<file path="config.mk">
export PLATFORM = sky130hd
export DESIGN_NAME = mtif_timers
export DESIGN_NICKNAME = d
export VERILOG_FILES = /design/src/design/mtif_pkg.sv /design/src/design/mtif_timers.sv
export SDC_FILE = /design/constraint.sdc
export NUM_CORES = 1
export LEC_CHECK = 0
export BUFFER_PORTS_ARGS = -buffer_cell sky130_fd_sc_hd__buf_2
export CAP_MARGIN = 0
export CORE_MARGIN = 2
export CORE_UTILIZATION = 60
export DETAILED_ROUTE_END_ITERATION = 8
export GPL_ROUTABILITY_DRIVEN = 0
export PLACE_DENSITY_LB_ADDON = 0.1
export RECOVER_POWER = 25
export SYNTH_ARGS = -nofsm -noshare
export SYNTH_HDL_FRONTEND = slang
export SYNTH_SLANG_ARGS = --single-unit
</file>
<file path="constraint.sdc">
create_clock -name clock -period 3.6 [get_ports clock]
set_input_delay 0.36 -clock clock [delete_from_list [all_inputs] [get_ports clock]]
set_output_delay 0.36 -clock clock [all_outputs]
set_load 0.01 [all_outputs]
</file>
<file path="src/design/mtif_pkg.sv">
// Constants of the timer cluster and interrupt flag block.
// Assumes a single 125 MHz system clock that also serves as Fc.
// What this block does
// - Timer A flip-flop action on match: 00 clear, 01 toggle, 10 set.
// - Timer A run bit low stops timer A and clears its counter.
// - Timer A clock: Fc over 2^11,2^7,2^5,2^3,2^2,2^1, Fc, or pin.
// - Timer A mode: timer, reserved, divider output, PWM output.
// - Timer A has an 8-bit read/write compare buffer.
// - Ext line 3 keeps a falling-edge flag and a rising-edge flag.
// - Watchdog time-out flag latches until software clears it.
// - Ext 0 flag cleared by software and forced clear while disabled.
// - First status register holds seven software-cleared request flags.
// - Status flags read 1 as pending; CPU writes only clear them.
// - Reading the first and second status registers returns flags ANDed with their mask.
// - Second status holds UART, time base and ext 1 request flags.
// - Base counter overflow sets bit 0 until software clears it.
// - Writing 1 to timer B control bit 7 captures the count.
// - Timer B run bit low stops timer B and clears its counter.
// - Timer B clock: Fc over 2^12, 2^10, 2^7, or external pin.
// - Timer B mode bit: 0 plain timer, 1 capture mode.
// - Timer B has two 8-bit buffers that reset leaves unchanged.
// - Timer C mode bit: 0 plain timer, 1 window mode.
// - Timer C run bit low stops timer C and clears its counter.
// - Timer C clock: Fc over 2^23,2^13,2^8,2^3, Fc, or pin.
package mtif_pkg;
    // Register banks and offsets.
    localparam logic [1:0] BANK_TIMERS_A = 2'h0;
    localparam logic [1:0] BANK_TIMERS_B = 2'h1;
    localparam logic [3:0] OFF_TA_CTRL = 4'hB;
    localparam logic [3:0] OFF_TA_BUF = 4'hC;
    localparam logic [3:0] OFF_ST_EDGE = 4'hD;
    localparam logic [3:0] OFF_ST_FIRST = 4'hE;
    localparam logic [3:0] OFF_ST_SECOND = 4'hF;
    localparam logic [3:0] OFF_TB_CTRL = 4'h5;
    localparam logic [3:0] OFF_TB_BUF_A = 4'h6;
    localparam logic [3:0] OFF_TB_BUF_B = 4'h7;
    localparam logic [3:0] OFF_TC_CTRL = 4'h8;
    localparam logic [3:0] OFF_TC_BUF_HI = 4'h9;
    localparam logic [3:0] OFF_TC_BUF_LO = 4'hA;
    // Reset values.
    localparam logic [7:0] CTRL_RESET = 8'h00;
    localparam logic [7:0] TA_BUF_RESET = 8'h00;
    localparam logic [15:0] TC_BUF_RESET = 16'h0000;
    // Implemented flag bits per status register.
    localparam logic [7:0] EDGE_IMPL = 8'h33;
    localparam logic [7:0] FIRST_IMPL = 8'hEF;
    localparam logic [7:0] SECOND_IMPL = 8'h7D;
    // Field positions.
    localparam int TA_FF_POS = 6;
    localparam int TA_RUN_POS = 5;
    localparam int TA_CLK_POS = 2;
    localparam int TB_CAP_POS = 7;
    localparam int TB_RUN_POS = 6;
    localparam int TB_CLK_POS = 4;
    localparam int TB_MODE_POS = 3;
    localparam int TC_MODE_POS = 4;
    localparam int TC_RUN_POS = 3;
    localparam int TC_CLK_POS = 0;
    localparam int FL_EXT3_FALL = 5;
    localparam int FL_EXT3_RISE = 4;
    localparam int FL_WDT = 1;
    localparam int FL_EXT0 = 0;
    localparam int FL_EXT5 = 7;
    localparam int FL_TC = 6;
    localparam int FL_CONV = 5;
    localparam int FL_EXT3 = 3;
    localparam int FL_TA = 2;
    localparam int FL_SPI = 1;
    localparam int FL_TB = 0;
    localparam int FL_UERR = 6;
    localparam int FL_RXF = 5;
    localparam int FL_TXE = 4;
    localparam int FL_TBASE = 3;
    localparam int FL_EXT1 = 2;
    localparam int FL_BASE = 0;
    localparam int PRESCALE_W = 23;
    // Prescaler exponents, one per prescaled clock select code.
    localparam int TA_DIV0 = 11;
    localparam int TA_DIV1 = 7;
    localparam int TA_DIV2 = 5;
    localparam int TA_DIV3 = 3;
    localparam int TA_DIV4 = 2;
    localparam int TA_DIV5 = 1;
    localparam int TB_DIV0 = 12;
    localparam int TB_DIV1 = 10;
    localparam int TB_DIV2 = 7;
    localparam int TC_DIV0 = 23;
    localparam int TC_DIV1 = 13;
    localparam int TC_DIV2 = 8;
    localparam int TC_DIV3 = 3;
    // Enumerations of modes and flip-flop actions.
    typedef enum logic [1:0] {
        MTIF_FF_CLEAR = 2'h0,
        MTIF_FF_TOGGLE = 2'h1,
        MTIF_FF_SET = 2'h2,
        MTIF_FF_RSVD = 2'h3
    } mtif_ff_t;
    typedef enum logic [1:0] {
        MTIF_TA_TIMER = 2'h0,
        MTIF_TA_RSVD = 2'h1,
        MTIF_TA_DIVIDER = 2'h2,
        MTIF_TA_PWM = 2'h3
    } mtif_ta_mode_t;
endpackage

</file>
<file path="src/design/mtif_timers.sv">
// Timer A, B and C with their prescaler, and the three status flag registers.
// Assumes a CPU core on the same clock drives the banked register strobes,
// the masks and the event pulses; timer pins are asynchronous.
`timescale 1ns/100ps
module mtif_timers
    import mtif_pkg::*;
(
    input wire logic clock,
    input wire logic resetn,
    input wire logic [1:0] reg_bank,
    input wire logic [3:0] reg_addr,
    input wire logic reg_wr,
    input wire logic reg_rd,
    input wire logic [7:0] reg_wdata,
    output logic [7:0] reg_rdata,
    input wire logic [7:0] irq_mask_first,
    input wire logic [7:0] irq_mask_second,
    input wire logic timer_a_pin,
    input wire logic timer_b_pin,
    input wire logic timer_c_pin,
    input wire logic ext3_pin,
    input wire logic ext0_event,
    input wire logic ext0_enable,
    input wire logic ext1_event,
    input wire logic ext5_event,
    input wire logic watchdog_timeout,
    input wire logic conversion_done,
    input wire logic serial_periph_event,
    input wire logic uart_rx_error,
    input wire logic uart_enable,
    input wire logic uart_rx_full,
    input wire logic uart_tx_empty,
    input wire logic time_base_tick,
    input wire logic base_counter_overflow,
    output logic timer_a_out
);

    // True when the low n bits of the prescaler are all ones.
    function automatic logic div_tick(input logic [PRESCALE_W-1:0] c,
                                      input int n);
        logic [PRESCALE_W-1:0] m;
        m = PRESCALE_W'((64'd1 << n) - 64'd1);
        return (c & m) == m;
    endfunction

    // Flag update: a CPU write clears zeros, a hardware set always wins.
    function automatic logic [7:0] flag_next(input logic [7:0] cur,
                                             input logic wr,
                                             input logic [7:0] wd,
                                             input logic [7:0] set,
                                             input logic [7:0] impl);
        logic [7:0] kept;
        kept = wr ? (cur & wd) : cur;
        return (kept | set) & impl;
    endfunction

    logic [PRESCALE_W-1:0] prescale;
    logic [3:0] pin_meta;
    logic [3:0] pin_sync;
    logic [3:0] pin_prev;
    logic [3:0] pin_rise;
    logic [3:0] pin_fall;
    logic [7:0] ta_ctrl;
    logic [7:0] ta_buf;
    logic [7:0] ta_cnt;
    logic [7:0] tb_ctrl;
    logic [7:0] tb_buf_a;
    logic [7:0] tb_buf_b;
    logic [7:0] tb_cnt;
    logic [7:0] tc_ctrl;
    logic [15:0] tc_buf;
    logic [15:0] tc_cnt;
    logic [7:0] st_edge;
    logic [7:0] st_first;
    logic [7:0] st_second;
    logic ta_tick;
    logic tb_tick;
    logic tc_tick;
    logic ta_event;
    logic tb_event;
    logic tc_event;
    logic wr_ta_ctrl;
    logic wr_ta_buf;
    logic wr_edge;
    logic wr_first;
    logic wr_second;
    logic wr_tb_ctrl;
    logic wr_tb_a;
    logic wr_tb_b;
    logic wr_tc_ctrl;
    logic wr_tc_hi;
    logic wr_tc_lo;
    logic soft_capture;
    logic [7:0] set_edge;
    logic [7:0] set_first;
    logic [7:0] set_second;
    logic [7:0] next_rdata;
    mtif_ff_t ta_ff;
    mtif_ta_mode_t ta_mode;

    // Free-running prescaler shared by all three timers.
    always_ff @(posedge clock) begin
        if (!resetn) begin
            prescale <= '0;
        end else begin
            prescale <= prescale + PRESCALE_W'(1);
        end
    end

    // Two-stage synchronisers for the pins, then a third stage for edges.
    always_ff @(posedge clock) begin
        if (!resetn) begin
            pin_meta <= 4'h0;
            pin_sync <= 4'h0;
            pin_prev <= 4'h0;
        end else begin
            pin_meta <= {ext3_pin, timer_c_pin, timer_b_pin, timer_a_pin};
            pin_sync <= pin_meta;
            pin_prev <= pin_sync;
        end
    end

    assign pin_rise = pin_sync & ~pin_prev;
    assign pin_fall = ~pin_sync & pin_prev;

    // Register write decode, bank by bank.
    assign wr_ta_ctrl = reg_wr && reg_bank == BANK_TIMERS_A &&
                        reg_addr == OFF_TA_CTRL;
    assign wr_ta_buf = reg_wr && reg_bank == BANK_TIMERS_A &&
                       reg_addr == OFF_TA_BUF;
    assign wr_edge = reg_wr && reg_bank == BANK_TIMERS_A &&
                     reg_addr == OFF_ST_EDGE;
    assign wr_first = reg_wr && reg_bank == BANK_TIMERS_A &&
                      reg_addr == OFF_ST_FIRST;
    assign wr_second = reg_wr && reg_bank == BANK_TIMERS_A &&
                       reg_addr == OFF_ST_SECOND;
    assign wr_tb_ctrl = reg_wr && reg_bank == BANK_TIMERS_B &&
                        reg_addr == OFF_TB_CTRL;
    assign wr_tb_a = reg_wr && reg_bank == BANK_TIMERS_B &&
                     reg_addr == OFF_TB_BUF_A;
    assign wr_tb_b = reg_wr && reg_bank == BANK_TIMERS_B &&
                     reg_addr == OFF_TB_BUF_B;
    assign wr_tc_ctrl = reg_wr && reg_bank == BANK_TIMERS_B &&
                        reg_addr == OFF_TC_CTRL;
    assign wr_tc_hi = reg_wr && reg_bank == BANK_TIMERS_B &&
                      reg_addr == OFF_TC_BUF_HI;
    assign wr_tc_lo = reg_wr && reg_bank == BANK_TIMERS_B &&
                      reg_addr == OFF_TC_BUF_LO;
    assign soft_capture = wr_tb_ctrl && reg_wdata[TB_CAP_POS];

    // Control registers; the capture bit is a strobe and is never stored.
    always_ff @(posedge clock) begin
        if (!resetn) begin
            ta_ctrl <= CTRL_RESET;
            tb_ctrl <= CTRL_RESET;
            tc_ctrl <= CTRL_RESET;
        end else begin
            if (wr_ta_ctrl) begin
                ta_ctrl <= reg_wdata;
            end
            if (wr_tb_ctrl) begin
                tb_ctrl <= {1'b0, reg_wdata[6:3], 3'h0};
            end
            if (wr_tc_ctrl) begin
                tc_ctrl <= {3'h0, reg_wdata[4:0]};
            end
        end
    end

    assign ta_ff = mtif_ff_t'(ta_ctrl[TA_FF_POS +: 2]);
    assign ta_mode = mtif_ta_mode_t'(ta_ctrl[1:0]);

    // Buffers for timers A and C, cleared by reset.
    always_ff @(posedge clock) begin
        if (!resetn) begin
            ta_buf <= TA_BUF_RESET;
            tc_buf <= TC_BUF_RESET;
        end else begin
            if (wr_ta_buf) begin
                ta_buf <= reg_wdata;
            end
            if (wr_tc_hi) begin
                tc_buf[15:8] <= reg_wdata;
            end
            if (wr_tc_lo) begin
                tc_buf[7:0] <= reg_wdata;
            end
        end
    end

    // Timer B buffers keep their contents across reset on purpose.
    always_ff @(posedge clock) begin
        if (wr_tb_a) begin
            tb_buf_a <= reg_wdata;
        end
        if (soft_capture) begin
            tb_buf_b <= tb_cnt;
        end else if (wr_tb_b) begin
            tb_buf_b <= reg_wdata;
        end
    end

    // Count clock selection for each timer.
    always_comb begin
        unique case (ta_ctrl[TA_CLK_POS +: 3])
            3'h0: ta_tick = div_tick(prescale, TA_DIV0);
            3'h1: ta_tick = div_tick(prescale, TA_DIV1);
            3'h2: ta_tick = div_tick(prescale, TA_DIV2);
            3'h3: ta_tick = div_tick(prescale, TA_DIV3);
            3'h4: ta_tick = div_tick(prescale, TA_DIV4);
            3'h5: ta_tick = div_tick(prescale, TA_DIV5);
            3'h6: ta_tick = 1'b1;
            3'h7: ta_tick = pin_rise[0];
        endcase
        unique case (tb_ctrl[TB_CLK_POS +: 2])
            2'h0: tb_tick = div_tick(prescale, TB_DIV0);
            2'h1: tb_tick = div_tick(prescale, TB_DIV1);
            2'h2: tb_tick = div_tick(prescale, TB_DIV2);
            2'h3: tb_tick = pin_rise[1];
        endcase
        unique case (tc_ctrl[TC_CLK_POS +: 3])
            3'h0: tc_tick = div_tick(prescale, TC_DIV0);
            3'h1: tc_tick = div_tick(prescale, TC_DIV1);
            3'h2: tc_tick = div_tick(prescale, TC_DIV2);
            3'h3: tc_tick = div_tick(prescale, TC_DIV3);
            3'h4: tc_tick = 1'b1;
            3'h7: tc_tick = pin_rise[2];
            default: tc_tick = 1'b0;
        endcase
    end

    // Match events; PWM and capture modes flag on wrap instead of match.
    assign ta_event = ta_ctrl[TA_RUN_POS] && ta_tick &&
                      ((ta_mode == MTIF_TA_PWM) ? (ta_cnt == 8'hFF) :
                       (ta_mode != MTIF_TA_RSVD && ta_cnt == ta_buf));
    assign tb_event = tb_ctrl[TB_RUN_POS] && tb_tick &&
                      (tb_ctrl[TB_MODE_POS] ? (tb_cnt == 8'hFF) :
                       (tb_cnt == tb_buf_a));
    assign tc_event = tc_ctrl[TC_RUN_POS] && tc_tick &&
                      (!tc_ctrl[TC_MODE_POS] || pin_sync[2]) &&
                      tc_cnt == tc_buf;

    // Timer A counter; a stopped timer is held at zero.
    always_ff @(posedge clock) begin
        if (!resetn || !ta_ctrl[TA_RUN_POS]) begin
            ta_cnt <= 8'h00;
        end else if (ta_tick && ta_mode != MTIF_TA_RSVD) begin
            if (ta_event) begin
                ta_cnt <= 8'h00;
            end else begin
                ta_cnt <= ta_cnt + 8'h01;
            end
        end
    end

    // Timer A output: flip-flop action on match, or PWM compare level.
    always_ff @(posedge clock) begin
        if (!resetn) begin
            timer_a_out <= 1'b0;
        end else if (ta_mode == MTIF_TA_PWM) begin
            timer_a_out <= ta_ctrl[TA_RUN_POS] && (ta_cnt < ta_buf);
        end else if (ta_event) begin
            unique case (ta_ff)
                MTIF_FF_CLEAR: timer_a_out <= 1'b0;
                MTIF_FF_TOGGLE: timer_a_out <= ~timer_a_out;
                MTIF_FF_SET: timer_a_out <= 1'b1;
                MTIF_FF_RSVD: timer_a_out <= timer_a_out;
            endcase
        end
    end

    // Timer B counter; capture mode runs free and wraps.
    always_ff @(posedge clock) begin
        if (!resetn || !tb_ctrl[TB_RUN_POS]) begin
            tb_cnt <= 8'h00;
        end else if (tb_tick) begin
            if (tb_event) begin
                tb_cnt <= 8'h00;
            end else begin
                tb_cnt <= tb_cnt + 8'h01;
            end
        end
    end

    // Timer C counter; window mode counts only while its pin is high.
    always_ff @(posedge clock) begin
        if (!resetn || !tc_ctrl[TC_RUN_POS]) begin
            tc_cnt <= 16'h0000;
        end else if (tc_tick && (!tc_ctrl[TC_MODE_POS] || pin_sync[2])) begin
            if (tc_event) begin
                tc_cnt <= 16'h0000;
            end else begin
                tc_cnt <= tc_cnt + 16'h0001;
            end
        end
    end

    // Hardware set vectors for the three status registers.
    always_comb begin
        set_edge = 8'h00;
        set_edge[FL_EXT3_FALL] = pin_fall[3];
        set_edge[FL_EXT3_RISE] = pin_rise[3];
        set_edge[FL_WDT] = watchdog_timeout;
        set_edge[FL_EXT0] = ext0_event && ext0_enable;
        set_first = 8'h00;
        set_first[FL_EXT5] = ext5_event;
        set_first[FL_TC] = tc_event;
        set_first[FL_CONV] = conversion_done;
        set_first[FL_EXT3] = pin_rise[3] || pin_fall[3];
        set_first[FL_TA] = ta_event;
        set_first[FL_SPI] = serial_periph_event;
        set_first[FL_TB] = tb_event;
        set_second = 8'h00;
        set_second[FL_UERR] = uart_rx_error && uart_enable;
        set_second[FL_RXF] = uart_rx_full;
        set_second[FL_TXE] = uart_tx_empty;
        set_second[FL_TBASE] = time_base_tick;
        set_second[FL_EXT1] = ext1_event;
        set_second[FL_BASE] = base_counter_overflow;
    end

    // Flag storage; writes clear, events set, disables force clear.
    always_ff @(posedge clock) begin
        if (!resetn) begin
            st_edge <= 8'h00;
            st_first <= 8'h00;
            st_second <= 8'h00;
        end else begin
            st_edge <= flag_next(st_edge, wr_edge, reg_wdata, set_edge,
                                 EDGE_IMPL & {7'h7F, ext0_enable});
            st_first <= flag_next(st_first, wr_first, reg_wdata, set_first,
                                  FIRST_IMPL);
            st_second <= flag_next(st_second, wr_second, reg_wdata,
                                   set_second, SECOND_IMPL &
                                   {1'b0, uart_enable, 6'h3F});
        end
    end

    // Read multiplexer; first and second status reads are masked, unmapped reads are zero.
    always_comb begin
        next_rdata = 8'h00;
        if (reg_bank == BANK_TIMERS_A) begin
            unique case (reg_addr)
                OFF_TA_CTRL: next_rdata = ta_ctrl;
                OFF_TA_BUF: next_rdata = ta_buf;
                OFF_ST_EDGE: next_rdata = st_edge;
                OFF_ST_FIRST: next_rdata = st_first & irq_mask_first;
                OFF_ST_SECOND: next_rdata = st_second & irq_mask_second;
                default: next_rdata = 8'h00;
            endcase
        end else if (reg_bank == BANK_TIMERS_B) begin
            unique case (reg_addr)
                OFF_TB_CTRL: next_rdata = tb_ctrl;
                OFF_TB_BUF_A: next_rdata = tb_buf_a;
                OFF_TB_BUF_B: next_rdata = tb_buf_b;
                OFF_TC_CTRL: next_rdata = tc_ctrl;
                OFF_TC_BUF_HI: next_rdata = tc_buf[15:8];
                OFF_TC_BUF_LO: next_rdata = tc_buf[7:0];
                default: next_rdata = 8'h00;
            endcase
        end
    end

    // Read data is registered, so it lands one cycle after the strobe.
    always_ff @(posedge clock) begin
        if (!resetn) begin
            reg_rdata <= 8'h00;
        end else if (reg_rd) begin
            reg_rdata <= next_rdata;
        end
    end
endmodule // mtif_timers

</file>
==> flow_summary.yaml <==
clocking:
  numClockSinks: 150
  ctsResizeCount: 0
  hold_buffers: 0
  insertion_delay_ns: 0.43
  cts_setup_buffers: 0
  clockBufferDepth: 2
  numCtsBuffers: 17
  root_buffer: "clkbuf_16"
  h-tree-depth: 4
  cts_tree: "built"
  path_clk_slew_ns: 0.06
grt:
  antenna_found_initial: 1
  grt_pass1_wl_mm: 31.7
  overflow: 0
  grt_max_degree: 39
  grt.total_usage_pct: 30.8
  first_global_vias: 6319
outcome:
  violations: "capacitance limit, slew limit"
  status: "complete, but fails checks"
logic_synthesis:
  synth_fp_nets: 896
  synth-xor-area-share_pct: 6.77
  syn_area_mm2: 0.00751
  yosys.area_share.adder_pct: 3.17
  yosys_most_used_dff: "dfxtp_1"
  synth.avg_cell_area_um2: 9.09
  synth_top_family_by_area: "simple AND/OR/NAND/NOR gates"
  muxShareOfSynthArea_pct: 5.18
  async_reset_ff_share_pct: 0
  yosysUniqueCellTypes: 63
  yosysWarningCount: 0
  synth_edf_count: 16
  synth_compound_area_share_pct: 17.3
  yosys.area_share.simple_pct: 22.2
  synth.yosys.seq_area_share_pct: 42.1
  synth-seq-cells: 150
  syn_inst: 826
drt:
  ant_nets: 0
  wl_mm: 19.8
  wl_per_cell_um: 18.8
  vias: 6499
  drc: 0
  dr.pass1.iters: 8
  via_per_inst: 6.17
  drtIter0Drc: 612
critical_path:
  cp_cell_sequence: "ha_1, nand3_1, or2_4, or3_1, a311o_1, or4_1, a21oi_1"
  slowest_delay_ns: 0.65
  cp.arrival_ns: 3.48
  startpoint_type: "flop"
  slowest_stage: "a311o_1"
  critical_path_class: "flop to flop"
  required_ns: 3.96
  crit_fanout: 22
  worstSetupEndpointType: "flop"
timing:
  max_slew_margin_pct: -1.87
  tightest_slew_ns: 1.53
  setup_viol_count_final: 0
  clock_skew_ns: 0.00782
  final.min_clock_period_ns: 3.13
  slew_violations: 39
  fin_tns_setup_ns: 0
  final-hold-violation-count: 0
  period_share_pct: 86.8
  rsz0062_at_grt: "false"
  fmaxAchievable_mhz: 320
final_layout:
  fin_area_mm2: 0.00847
  multiInputGateArea_mm2: 0.00410
  stdcell_count: 1053
  layout-drive-gt1-share_pct: 10.2
  seqCellArea_mm2: 0.00316
  area_delta_synth_final_pct: 12.9
  layout.nets: 942
  num-fill-cells: 982
die:
  chipHeight_um: 116
  die_area_mm2: 0.0134
  initial_core_util_pct: 62.0
  std_cell_rows: 40
  num_io_pins: 60
  fp.dieW_um: 116
  core_area_mm2: 0.0121
place:
  dp_hpwl_mm: 14.1
  io_buffers: 56
  place_area_mm2: 0.00791
  place_inst: 1021
power_and_ir_drop:
  powerDensity_mw_per_mm2: 434
  leakagePower_nw: 2.91
  ir_worst_vdd_uv: 357
worst_hold_path:
  hold_class: "input port to flop"
run:
  drv_cap: 1
==> layout by cell type (no fill, tap or decap), types with 4 or more instances in the layout <==
master,Yosys,final
a21boi_0,20,20
a21oi_1,39,39
a221o_1,4,4
a221oi_1,4,4
a22o_1,5,5
a22oi_1,7,7
a31oi_1,12,12
a32oi_1,8,8
and2_1,45,44
and3_1,9,9
buf_2,2,37
buf_4,0,6
clkbuf_1,35,22
clkbuf_16,0,19
dfxtp_1,134,134
edfxtp_1,16,16
ha_1,19,19
inv_1,25,25
mux2_2,7,7
mux2i_1,31,31
nand2_1,62,62
nand2b_1,7,7
nand3_1,40,40
nand4_1,19,19
nor2_1,47,47
nor2b_1,39,39
nor3_1,8,8
o211ai_1,5,5
o21a_1,25,25
o21ai_0,25,25
o22a_1,5,5
o22ai_1,5,5
o31ai_1,6,6
or3_1,9,9
xnor2_1,51,51
xor2_1,7,7
==> logic make-up after synthesis <==
group                      count (synthesis)
adders and majority gates                 19
and+or+nand+nor                          310
muxes                                     38
DFF                                      150
xor gates and xnor gates                  58
buffers and inverters                     63
AOI/OAI and AO/OA                        188
==> synthesized netlist by cell type, drive strengths merged (4+ instances only) <==
| master | number | area, µm² |
|---|---|---|
| edfxtp | 16 | 480 |
| and3 | 9 | 56.3 |
| ha | 19 | 238 |
| a221oi | 4 | 35.0 |
| o22a | 5 | 43.8 |
| o211ai | 5 | 37.5 |
| nor4 | 4 | 31.3 |
| inv | 25 | 93.8 |
| dfxtp | 134 | 2680 |
| a22o | 5 | 43.8 |
| or3 | 9 | 56.3 |
| a22oi | 7 | 52.6 |
| o22ai | 5 | 31.3 |
| mux2 | 7 | 78.8 |
| o21a | 25 | 188 |
| nand2 | 62 | 233 |
| xnor2 | 51 | 447 |
| and2 | 45 | 282 |
| nor3 | 8 | 40.0 |
| a31oi | 12 | 75.1 |
| a21oi | 40 | 204 |
| o31ai | 6 | 45.0 |
| mux2i | 31 | 310 |
| xor2 | 7 | 61.3 |
| nand2b | 7 | 43.8 |
| a21boi | 20 | 150 |
| clkbuf | 35 | 131 |
| nor2 | 47 | 176 |
| nand3 | 40 | 200 |
| a32oi | 8 | 70.1 |
| o21ai | 25 | 125 |
| a221o | 4 | 40.0 |
| nor2b | 39 | 244 |
| nand4 | 21 | 144 |
==> worst max-delay path: cells and delay by family (launching register included) <==
family | cells | cell delay, ns
AND/OR/NAND/NOR | 4 | 1.64
AO/OA/AOI/OAI | 2 | 0.80
flip-flops | 1 | 0.39
adder cells (fa/ha/maj) | 1 | 0.22
==> area by class of cell <==
type	count	area share [%]
well taps	168	2.48
repair buffers	65	3.71
multi-input cells	613	48.4
clock inverters	9	1.02
inverters	25	1.11
diodes	1	0.0295
clock buffers	22	5.98
flip-flops and latches	150	37.3
==> final timing paths <==
check                                  from           to  slack, ns  cells past startpoint
worst max-delay path            prescale[0]   tc_cnt[12]       0.47                      7
worst min-delay path            timer_b_pin  pin_meta[1]       0.14                      2
worst max register to register  prescale[0]   tc_cnt[12]       0.47                      7
worst min register to register  pin_meta[2]  pin_sync[2]       0.44                      1
==> per-stage QoR <==
step | hold WS (ns) | setup slack, ns | power (mW) | util, %
6_report | 0.137 | 0.474 | 3.68 | 70.0
5_1_grt | 0.139 | 0.315 | 3.79 | 70.0
4_1_cts | 0.128 | 0.495 | 3.69 | 70.2
2_1_floorplan | 0.412 | 0.895 | 1.87 | -
3_5_place_dp | 0.419 | 0.537 | 1.95 | 65.3
3_3_place_gp | 0.416 | 0.633 | 1.94 | 65.3
==> report_power, final <==
part	leakage (nW)	internal, mW	total (mW)	switching (mW)
Sequential	1.23	1.71	1.73	0.0162
Combinational	1.38	0.0718	0.187	0.115
Clock	0.294	1.07	1.76	0.691
Total	2.91	2.86	3.68	0.822
==> layer usage <==
metal	part of all wire, %	GRT usage (%)
met4	4.0	13.8
met1	41	40.6
met2	46	48.5
met5	0	0
met3	8.7	6.80
==> state kept, by name, summed over array words and instances, names as in the netlist, 8 cells and up <==
signal and flops:
reg_rdata 8, tb_buf_a 8, tc_buf 16, tb_buf_b 8, tb_cnt 8, ta_cnt 8, ta_buf 8, tc_cnt 16
prescale 23, ta_ctrl 8
Power figures use the tool's default switching activity.
